--- src/design/lecr_pkg.sv ---
// Contract
// restart bit holds adaptation at floor
// software clears restart bit itself
// bit5 picks strap or register cable mode
// long cable mode uses programmed floor
// bit1 selects pattern internal pixel clock
// bit7 overrides audio divider with bits 6:4
// status shows equalizer level applied
// bit4 enables link error counting
// drop lock when count reaches threshold
// counting disabled: first error drops lock
// check clock bits and marker bit
// bypass bit freezes equalizer at static stages
// stage one field used only when bypassed
// stage two field used only when bypassed
// floor field applies in long cable mode
// reserved bits ignore writes, read zero
package lecr_pkg;
  localparam logic [7:0] LECR_OFS_EQ_CTRL = 8'h35;
  localparam logic [7:0] LECR_OFS_PG_CLK = 8'h39;
  localparam logic [7:0] LECR_OFS_AUD_DIV = 8'h3a;
  localparam logic [7:0] LECR_OFS_EQ_STAT = 8'h3b;
  localparam logic [7:0] LECR_OFS_ERR_CNT = 8'h41;
  localparam logic [7:0] LECR_OFS_EQ_BYP = 8'h44;
  localparam logic [7:0] LECR_OFS_EQ_FLOOR = 8'h45;
  localparam logic [7:0] LECR_OFS_IRQ_STAT = 8'h50;
  localparam logic [7:0] LECR_OFS_IRQ_EN = 8'h51;
  localparam logic [7:0] LECR_OFS_IRQ_CLR = 8'h52;
  localparam logic [7:0] LECR_OFS_LINK_STAT = 8'h53;
  // writable bit masks; everything else is reserved
  localparam logic [7:0] LECR_MSK_EQ_CTRL = 8'h70;
  localparam logic [7:0] LECR_MSK_PG_CLK = 8'h02;
  localparam logic [7:0] LECR_MSK_AUD_DIV = 8'hf0;
  localparam logic [7:0] LECR_MSK_ERR_CNT = 8'h1f;
  localparam logic [7:0] LECR_MSK_EQ_BYP = 8'hef;
  localparam logic [7:0] LECR_MSK_EQ_FLOOR = 8'hff;
  localparam logic [7:0] LECR_MSK_IRQ = 8'h07;
  localparam logic [7:0] LECR_RST_EQ_CTRL = 8'h00;
  localparam logic [7:0] LECR_RST_PG_CLK = 8'h00;
  localparam logic [7:0] LECR_RST_AUD_DIV = 8'h00;
  localparam logic [7:0] LECR_RST_ERR_CNT = 8'h03;
  localparam logic [7:0] LECR_RST_EQ_BYP = 8'h60;
  localparam logic [7:0] LECR_RST_EQ_FLOOR = 8'h88;
  localparam int LECR_BIT_RESTART = 6;
  localparam int LECR_BIT_LONG_CABLE_MODE_OVR = 5;
  localparam int LECR_BIT_LONG_CABLE_MODE = 4;
  localparam int LECR_BIT_PG_INT = 1;
  localparam int LECR_BIT_DIV_OVR = 7;
  localparam int LECR_BIT_CNT_EN = 4;
  localparam int LECR_BIT_BYPASS = 0;
  localparam int LECR_IRQ_LOCK_LOST = 0;
  localparam int LECR_IRQ_LINK_ERR = 1;
  localparam int LECR_IRQ_EQ_SETTLED = 2;
  localparam logic [5:0] LECR_EQ_INIT = 6'h00;
  localparam logic [3:0] LECR_DEF_FLOOR = 4'h0;
  localparam int LECR_ADAPT_STEP_NS = 1000;
  localparam int LECR_CLK_NS = 100;
  localparam int LECR_ADAPT_STEP_CYC = LECR_ADAPT_STEP_NS / LECR_CLK_NS;

  typedef struct packed {
    logic [7:0] address;
    logic read;
    logic write;
    logic [31:0] writedata;
  } lecr_avm_req_s;

  typedef struct packed {
    logic embedded_clock_bit_a;
    logic embedded_clock_bit_b;
    logic data_control_marker_bit;
    logic frame_valid;
  } lecr_frame_s;

  typedef enum logic [1:0] {
    LECR_EQ_RESTART,
    LECR_EQ_SEARCH,
    LECR_EQ_HOLD
  } lecr_eq_e;
endpackage : lecr_pkg

--- src/design/lecr_regs.sv ---
module lecr_regs #(
  parameter int STEP_CYC = lecr_pkg::LECR_ADAPT_STEP_CYC // cycles per adaptive search step
) (
  input wire logic i_clk, // 10 MHz clock
  input wire logic i_reset, // async reset, high
  input wire lecr_pkg::lecr_avm_req_s i_avm, // avalon request
  output logic [31:0] o_readdata, // avalon read data
  output logic o_waitrequest, // avalon wait
  input wire logic i_mode_strap, // long cable strap pin
  input wire lecr_pkg::lecr_frame_s i_frame, // received frame marker bits
  input wire logic i_eq_good, // equalizer quality ok at level
  output logic [5:0] o_eq_level, // applied equalizer level
  output logic o_pattern_internal_clock_select, // pattern gen clock choice
  output logic o_audio_div_override, // audio divider override
  output logic [2:0] o_audio_div, // audio divider value
  output logic o_lock, // link lock
  output logic o_long_cable_mode, // effective long cable mode
  output logic o_irq // level interrupt
);
  import lecr_pkg::*;

  // the step counter is eight bits wide, so longer steps cannot be counted
  if (STEP_CYC < 1 || STEP_CYC > 256) begin : g_step_check
    $error("step cycle count out of range");
  end

  logic [7:0] eq_ctrl, pg_clk, aud_div, err_cnt, eq_byp, eq_floor, irq_stat, irq_en;
  logic [3:0] err_count;
  logic strap_s1, strap_s2;
  lecr_frame_s frame_s1, frame_s2;
  logic good_s1, good_s2;
  logic [7:0] step_cnt;
  lecr_eq_e eq_state;
  logic [5:0] eq_adapt;
  logic ack;
  logic [7:0] rd_byte;

  wire logic acc = (i_avm.read | i_avm.write) & ~ack;
  // a write lands only at the edge that also sees waitrequest low
  wire logic wr = i_avm.write & ack;
  wire logic [7:0] wd = i_avm.writedata[7:0];
  // reserved bits dropped
  wire logic [7:0] wd_ctrl = wd & LECR_MSK_EQ_CTRL;
  wire logic hit_ctrl = wr & (i_avm.address == LECR_OFS_EQ_CTRL);
  wire logic hit_pg = wr & (i_avm.address == LECR_OFS_PG_CLK);
  wire logic hit_aud = wr & (i_avm.address == LECR_OFS_AUD_DIV);
  wire logic hit_err = wr & (i_avm.address == LECR_OFS_ERR_CNT);
  wire logic hit_byp = wr & (i_avm.address == LECR_OFS_EQ_BYP);
  wire logic hit_floor = wr & (i_avm.address == LECR_OFS_EQ_FLOOR);
  wire logic hit_en = wr & (i_avm.address == LECR_OFS_IRQ_EN);
  wire logic hit_clr = wr & (i_avm.address == LECR_OFS_IRQ_CLR);

  // cable mode source select
  wire logic long_cable_mode = eq_ctrl[LECR_BIT_LONG_CABLE_MODE_OVR] ? eq_ctrl[LECR_BIT_LONG_CABLE_MODE] : strap_s2;
  // floor from register in long cable mode
  wire logic [3:0] floor_lvl = long_cable_mode ? eq_floor[3:0] : LECR_DEF_FLOOR;
  wire logic [5:0] floor6 = {2'b00, floor_lvl};
  wire logic bypass = eq_byp[LECR_BIT_BYPASS];
  // stage one, stage two form the static level
  wire logic [5:0] static_lvl = {eq_byp[7:5], eq_byp[3:1]};
  // any bad marker bit is an error
  wire logic link_err = frame_s2.frame_valid &
    (~frame_s2.embedded_clock_bit_a | frame_s2.embedded_clock_bit_b | ~frame_s2.data_control_marker_bit);
  wire logic cnt_en = err_cnt[LECR_BIT_CNT_EN];
  wire logic [3:0] thr = err_cnt[3:0];
  wire logic [3:0] cnt_inc = err_count + 4'h1;
  // threshold, single error when disabled
  wire logic lose = link_err & (~cnt_en | (cnt_inc >= thr));
  wire logic step = (step_cnt == 8'(STEP_CYC - 1));
  wire logic settle_evt = (eq_state == LECR_EQ_SEARCH) & step & good_s2;
  wire logic [7:0] evt = {5'b0, settle_evt, link_err, lose & o_lock};

  always_comb begin
    case (i_avm.address)
      LECR_OFS_EQ_CTRL: rd_byte = eq_ctrl;
      LECR_OFS_PG_CLK: rd_byte = pg_clk;
      LECR_OFS_AUD_DIV: rd_byte = aud_div;
      LECR_OFS_EQ_STAT: rd_byte = {2'b00, o_eq_level};
      LECR_OFS_ERR_CNT: rd_byte = err_cnt;
      LECR_OFS_EQ_BYP: rd_byte = eq_byp;
      LECR_OFS_EQ_FLOOR: rd_byte = eq_floor;
      LECR_OFS_IRQ_STAT: rd_byte = irq_stat;
      LECR_OFS_IRQ_EN: rd_byte = irq_en;
      LECR_OFS_LINK_STAT: rd_byte = {3'b000, o_lock, err_count};
      default: rd_byte = 8'h00;
    endcase
  end

  // one wait cycle per access; unmapped reads return zero
  always_ff @(posedge i_clk or posedge i_reset) begin
    if (i_reset) begin
      ack <= 1'b0;
      o_waitrequest <= 1'b1;
      o_readdata <= 32'h0000_0000;
    end else begin
      ack <= acc;
      o_waitrequest <= ~acc;
      if (acc) begin
        o_readdata <= {24'h00_0000, rd_byte};
      end
    end
  end
  always_ff @(posedge i_clk or posedge i_reset) begin
    if (i_reset) begin
      eq_ctrl <= LECR_RST_EQ_CTRL;
      pg_clk <= LECR_RST_PG_CLK;
      aud_div <= LECR_RST_AUD_DIV;
      err_cnt <= LECR_RST_ERR_CNT;
      eq_byp <= LECR_RST_EQ_BYP;
      eq_floor <= LECR_RST_EQ_FLOOR;
      irq_en <= 8'h00;
    end else begin
      if (hit_ctrl) eq_ctrl <= wd_ctrl;
      if (hit_pg) pg_clk <= wd & LECR_MSK_PG_CLK;
      if (hit_aud) aud_div <= wd & LECR_MSK_AUD_DIV;
      if (hit_err) err_cnt <= wd & LECR_MSK_ERR_CNT;
      if (hit_byp) eq_byp <= wd & LECR_MSK_EQ_BYP;
      if (hit_floor) eq_floor <= wd & LECR_MSK_EQ_FLOOR;
      if (hit_en) irq_en <= wd & LECR_MSK_IRQ;
    end
  end

  // set wins over clear
  always_ff @(posedge i_clk or posedge i_reset) begin
    if (i_reset) begin
      irq_stat <= 8'h00;
      o_irq <= 1'b0;
    end else begin
      irq_stat <= (irq_stat & ~(hit_clr ? wd : 8'h00)) | (evt & LECR_MSK_IRQ);
      o_irq <= |(irq_stat & irq_en);
    end
  end

  always_ff @(posedge i_clk or posedge i_reset) begin
    if (i_reset) begin
      strap_s1 <= 1'b0;
      strap_s2 <= 1'b0;
      frame_s1 <= '0;
      frame_s2 <= '0;
      good_s1 <= 1'b0;
      good_s2 <= 1'b0;
    end else begin
      strap_s1 <= i_mode_strap;
      strap_s2 <= strap_s1;
      frame_s1 <= i_frame;
      frame_s2 <= frame_s1;
      good_s1 <= i_eq_good;
      good_s2 <= good_s1;
    end
  end

  // counting only when enabled
  always_ff @(posedge i_clk or posedge i_reset) begin
    if (i_reset) begin
      err_count <= 4'h0;
      o_lock <= 1'b1;
    end else if (lose) begin
      err_count <= 4'h0;
      o_lock <= 1'b0;
    end else begin
      if (link_err & cnt_en) err_count <= cnt_inc;
      if (frame_s2.frame_valid & ~link_err) o_lock <= 1'b1;
    end
  end

  always_ff @(posedge i_clk or posedge i_reset) begin
    if (i_reset) begin
      step_cnt <= 8'h00;
    end else begin
      step_cnt <= step ? 8'h00 : step_cnt + 8'h01;
    end
  end

  always_ff @(posedge i_clk or posedge i_reset) begin
    if (i_reset) begin
      eq_state <= LECR_EQ_RESTART;
      eq_adapt <= LECR_EQ_INIT;
    end else if (eq_ctrl[LECR_BIT_RESTART]) begin
      // held at floor until software clears
      eq_state <= LECR_EQ_RESTART;
      eq_adapt <= floor6;
    end else begin
      case (eq_state)
        LECR_EQ_RESTART: begin
          eq_adapt <= floor6;
          eq_state <= LECR_EQ_SEARCH;
        end
        LECR_EQ_SEARCH: begin
          // search frozen while bypassed
          if (step & ~bypass) begin
            if (good_s2) eq_state <= LECR_EQ_HOLD;
            else if (eq_adapt == 6'h3f) eq_adapt <= floor6;
            else eq_adapt <= eq_adapt + 6'h01;
          end
        end
        LECR_EQ_HOLD: begin
          if (~o_lock & ~bypass) eq_state <= LECR_EQ_RESTART;
        end
        default: eq_state <= LECR_EQ_RESTART;
      endcase
    end
  end

  always_ff @(posedge i_clk or posedge i_reset) begin
    if (i_reset) begin
      o_eq_level <= LECR_EQ_INIT;
      o_pattern_internal_clock_select <= 1'b0;
      o_audio_div_override <= 1'b0;
      o_audio_div <= 3'b000;
      o_long_cable_mode <= 1'b0;
    end else begin
      // readout follows applied level
      o_eq_level <= bypass ? static_lvl : eq_adapt;
      // pattern clock choice
      o_pattern_internal_clock_select <= pg_clk[LECR_BIT_PG_INT];
      // divider override
      o_audio_div_override <= aud_div[LECR_BIT_DIV_OVR];
      o_audio_div <= aud_div[6:4];
      // floor active in either cable mode source
      o_long_cable_mode <= long_cable_mode;
    end
  end

  // the level reaches the output two edges after the floor is taken
  restart_floor_a: assert property (@(posedge i_clk) disable iff (i_reset)
    eq_ctrl[LECR_BIT_RESTART] && !bypass ##1 !bypass |=> o_eq_level == $past(floor6, 2))
    else $error("restart did not apply floor");
  restart_hold_a: assert property (@(posedge i_clk) disable iff (i_reset)
    eq_ctrl[LECR_BIT_RESTART] |=> eq_state == LECR_EQ_RESTART)
    else $error("search ran during restart");
  long_cable_mode_source_a: assert property (@(posedge i_clk) disable iff (i_reset)
    ##1 o_long_cable_mode == $past(eq_ctrl[5] ? eq_ctrl[4] : strap_s2))
    else $error("cable mode source wrong");
  floor_use_a: assert property (@(posedge i_clk) disable iff (i_reset)
    eq_ctrl[LECR_BIT_RESTART] && !bypass && long_cable_mode ##1 !bypass |=>
      o_eq_level == {2'b00, $past(eq_floor[3:0], 2)})
    else $error("floor not from register");
  pg_clock_a: assert property (@(posedge i_clk) disable iff (i_reset)
    ##1 o_pattern_internal_clock_select == $past(pg_clk[1]))
    else $error("pattern clock select wrong");
  audio_div_a: assert property (@(posedge i_clk) disable iff (i_reset)
    ##1 o_audio_div_override == $past(aud_div[7]) && o_audio_div == $past(aud_div[6:4]))
    else $error("audio divider wrong");
  level_readout_a: assert property (@(posedge i_clk) disable iff (i_reset)
    !bypass |=> o_eq_level == $past(eq_adapt))
    else $error("readout differs from adaptive level");
  bypass_level_a: assert property (@(posedge i_clk) disable iff (i_reset)
    bypass |=> o_eq_level == {$past(eq_byp[7:5]), $past(eq_byp[3:1])})
    else $error("bypass level not applied");
  single_err_a: assert property (@(posedge i_clk) disable iff (i_reset)
    link_err && !cnt_en |=> !o_lock)
    else $error("lock kept after error");
  thresh_drop_a: assert property (@(posedge i_clk) disable iff (i_reset)
    link_err && cnt_en && cnt_inc >= thr |=> !o_lock && err_count == 4'h0)
    else $error("threshold did not drop lock");
  count_off_a: assert property (@(posedge i_clk) disable iff (i_reset)
    !cnt_en |=> err_count == 4'h0 || $stable(err_count))
    else $error("counted while disabled");
  marker_ok_a: assert property (@(posedge i_clk) disable iff (i_reset)
    frame_s2.frame_valid && frame_s2.embedded_clock_bit_a && !frame_s2.embedded_clock_bit_b &&
      frame_s2.data_control_marker_bit |=> o_lock)
    else $error("good frame lost lock");
  marker_bad_a: assert property (@(posedge i_clk) disable iff (i_reset)
    frame_s2.frame_valid && !cnt_en &&
      (!frame_s2.embedded_clock_bit_a || frame_s2.embedded_clock_bit_b ||
      !frame_s2.data_control_marker_bit) |=> !o_lock)
    else $error("bad marker bit not caught");
  reserved_zero_a: assert property (@(posedge i_clk) disable iff (i_reset)
    (eq_ctrl & ~LECR_MSK_EQ_CTRL) == 8'h00 && (eq_byp & ~LECR_MSK_EQ_BYP) == 8'h00)
    else $error("reserved bits set");
  reserved_more_a: assert property (@(posedge i_clk) disable iff (i_reset)
    (pg_clk & ~LECR_MSK_PG_CLK) == 8'h00 && (aud_div & ~LECR_MSK_AUD_DIV) == 8'h00 &&
      (err_cnt & ~LECR_MSK_ERR_CNT) == 8'h00)
    else $error("reserved bits set in clock, divider or count");
  // waitrequest drops for one cycle only, so no access is answered twice
  wait_pulse_a: assert property (@(posedge i_clk) disable iff (i_reset)
    !o_waitrequest |=> o_waitrequest)
    else $error("waitrequest low twice");
  // a lock loss that meets a clear still leaves its status bit set
  lock_event_a: assert property (@(posedge i_clk) disable iff (i_reset)
    lose && o_lock |=> irq_stat[LECR_IRQ_LOCK_LOST])
    else $error("lock loss not recorded");
endmodule : lecr_regs

--- config.mk ---
export PLATFORM = sky130hd
export DESIGN_NAME = lecr_regs
export DESIGN_NICKNAME = d
export VERILOG_FILES = /design/src/design/lecr_pkg.sv /design/src/design/lecr_regs.sv
export SDC_FILE = /design/constraint.sdc
export NUM_CORES = 1
export LEC_CHECK = 0
export BUFFER_PORTS_ARGS = -buffer_cell sky130_fd_sc_hd__buf_2
export CAP_MARGIN = 0
export CORE_MARGIN = 4
export CORE_UTILIZATION = 35
export DETAILED_ROUTE_END_ITERATION = 7
export HOLD_SLACK_MARGIN = 0.03
export PLACE_DENSITY = 0.57
export SLEW_MARGIN = 15
export SYNTH_ARGS = -nofsm -noshare
export SYNTH_HDL_FRONTEND = slang
export SYNTH_SLANG_ARGS = --single-unit
--- constraint.sdc ---
create_clock -name i_clk -period 3.7 [get_ports i_clk]
set_clock_uncertainty 0.15 [all_clocks]
set_input_delay 0.74 -clock i_clk [delete_from_list [all_inputs] [get_ports i_clk]]
set_output_delay 0.74 -clock i_clk [all_outputs]
set_load 0.1 [all_outputs]
==> results.yml <==
run_status:
  status: "complete, no violations"
clock_tree:
  clk_pin_slew_ns: 0.06
  cts_made_buffers: 9
  cts_tree: "yes"
  cts_hold_buffers: 0
  cts_setup_buffers: 0
  insertion_delay_ns: 0.34
  cts_sinks: 95
  ctsHtreeMaxLevel: 3
  cts-root-buf: "clkbuf_16"
  cts_resized: 0
  cts_max_path_buffers: 2
sta:
  min_period_ns: 2.65
  fin_crit_sh_pct: 71.5
  final_hold_viol_count: 0
  max_freq_mhz: 378
  finalSetupViolations: 0
  slew_viol_final: 0
  tns_ns: 0
  tightest_slew_ns: 0.906
  slew-limit-headroom_pct: 39.4
  rsz0062_at_grt: "false"
grt:
  grt-ovfl-total: 0
  antenna_found_initial: 0
  grt_first_pass_wirelength_um: 15800
  grt_usage_pct: 13.9
  grt_pass1_vias: 3009
  grt_max_degree: 48
floorplanning:
  start_util_pct: 35.5
  die_h_um: 121
  rows: 41
  dieArea_um2: 14600
  core_area_um2: 12600
  die_w_um: 121
  ioPinCount: 97
worst_setup_path:
  cp_max_fo: 9
  reg2reg_slack_ns: 1.51
  cp_data_arrival_time_ns: 2.73
  cp-start-kind: "primary input"
  endpoint_kind: "flop"
  cp.required_ns: 3.78
  crit_type: "primary input to flop"
place:
  place_congestion: 0.837
  dpl_cell_area_um2: 4780
  io_buffers: 48
  place_inst: 585
  dp.final_hpwl_um: 7240
logic_synthesis:
  ys_warn_count: 0
  ys_seq_area_share_pct: 53.4
  synth_largest_area_cell: "dfrtp_1"
  syn_area_um2: 4470
  synth.distinct_cells: 59
  ys.flop_type: "dfrtp_1"
  synth_area_leaders: "dfrtp_1 49%, mux2_2 11%, dfstp_2 4.7%"
  postSynthAreaPerCell_um2: 11.8
  synth-edff-count: 0
  syn-instance-count: 378
  synth_seq_cells: 95
  synth_top_area_share_pct: 48.7
  synthArstFlopShare_pct: 100
layout:
  fillCellCount: 1233
  finalNonFillerCells: 601
  final_core_util_pct: 40.5
  fin_area_um2: 5080
  drive_above_1_share_pct: 30.3
  area_growth_pct: 13.8
  final_cell_mix: "87 x dfrtp_1, 48 x buf_2, 42 x mux2_2, 24 x nand2_1, 24 x conb_1"
  diodes: 0
  nNetsFinal: 482
  layout_commonest_cell: "dfrtp_1"
power_and_ir_drop:
  ir_worst_vdd_uv: 277
  leakage_uw: 0.00248
  cellPowerDensity_nw_per_um2: 498
  power.total_uw: 2530
flow_run:
  drv_cap: 0
route:
  antenna_left: 0
  wirelength_um: 9770
  drc: 0
  vias_per_cell: 5.02
  first_iter_violations: 190
  dr.pass1.iters: 5
  wl_per_cell_um: 16.2
  num_vias: 3016
worst_hold_path:
  hp-class: "flop to flop"
power breakdown:
group | switching [µW] | total, µW | internal, µW
registers | 50.7 | 1150 | 1100
logic | 376 | 461 | 85.3
clock network | 400 | 925 | 525
per-stage QoR:
stage,hold slack (ns),setup slack (ns)
floorplan,0.181,0.346
global placement,0.186,0.672
detailed placement,0.185,0.677
CTS,0.199,1.04
global route,0.202,0.944
finish,0.198,1.05
final timing paths:
kind,start,to,depth (start not counted)
setup / recovery,i_avm[37],irq_stat[0],7
hold / removal,frame_s1[2],frame_s2[2],0
setup reg to reg,err_count[0],err_count[2],7
hold reg to reg,frame_s1[2],frame_s2[2],0
max in group asynchronous,i_reset,o_lock,3
min in group asynchronous,i_reset,step_cnt[0],2
cells by family after synthesis:
family / Yosys count / share of synthesized area, %
adder cells (fa/ha/maj): 8 / 2.24
AND/OR/NAND/NOR: 103 / 13.4
buffers and inverters: 51 / 6.72
XOR/XNOR: 8 / 1.57
other: 1 / 0.0840
AO/OA/AOI/OAI: 67 / 11.3
flip-flops: 95 / 53.4
multiplexers: 45 / 11.3
synthesized netlist by cell type, types with 2 or more instances:
cell and n:
a21o_1 3, nand2b_1 4, a21boi_0 5, nor2b_1 3, nor3_1 4, dfstp_2 8, nand3_1 17, and4bb_2 2
nor3b_1 3, ha_1 8, xnor2_1 4, mux2_2 42, nand2_1 24, xor2_1 4, buf_1 2, a222oi_1 4
buf_4 26, mux2i_1 3, inv_1 11, and2_1 5, a22oi_1 6, o21ai_0 13, a221oi_1 2, nor2_1 16
a22o_1 12, a32oi_1 4, a21oi_1 6, o2bb2ai_1 2, nor4_1 6, dfrtp_1 87, a31oi_1 2, buf_2 2
clkbuf_1 8, and3_1 5
critical path: stages:
cell,delay [ns]
buf_2,0.11
or4b_1,0.73
nor3b_2,0.29
buf_4,0.18
and3_1,0.37
nand2_1,0.09
a32o_1,0.20
routing by layer:
metal	part of all wire, %	routed length (µm)	GRT usage [%]	up-vias
met1	45	4430	18.4	1506
met2	48	4690	22.4	85
met4	1.8	180	5.17	0
met5	0	0	0	-
li1	-	-	-	1414
met3	4.7	462	2.75	11
flip-flops by register name (all words and copies together), names as in the netlist, 2 cells and up:
name,cells
eq_floor,8
step_cnt,8
o_readdata,8
frame_s1,4
err_count,4
aud_div,4
err_cnt,5
frame_s2,4
eq_adapt,6
o_audio_div,3
eq_byp,7
o_eq_level,6
eq_state,2
irq_stat,8
eq_ctrl,3
irq_en,3
cell type report:
cell class                      count  area (µm²)  share of cell area [%]
Clock buffer                        9         225                    4.43
Clock inverter                      7        72.6                    1.43
Inverter                           11        43.8                   0.861
Multi-Input combinational cell    255        1870                    36.8
Sequential cell                    95        2390                    46.9
Tap cell                          172         215                    4.23
Timing Repair Buffer               52         270                    5.31
(Power assumes the default switching activity.)
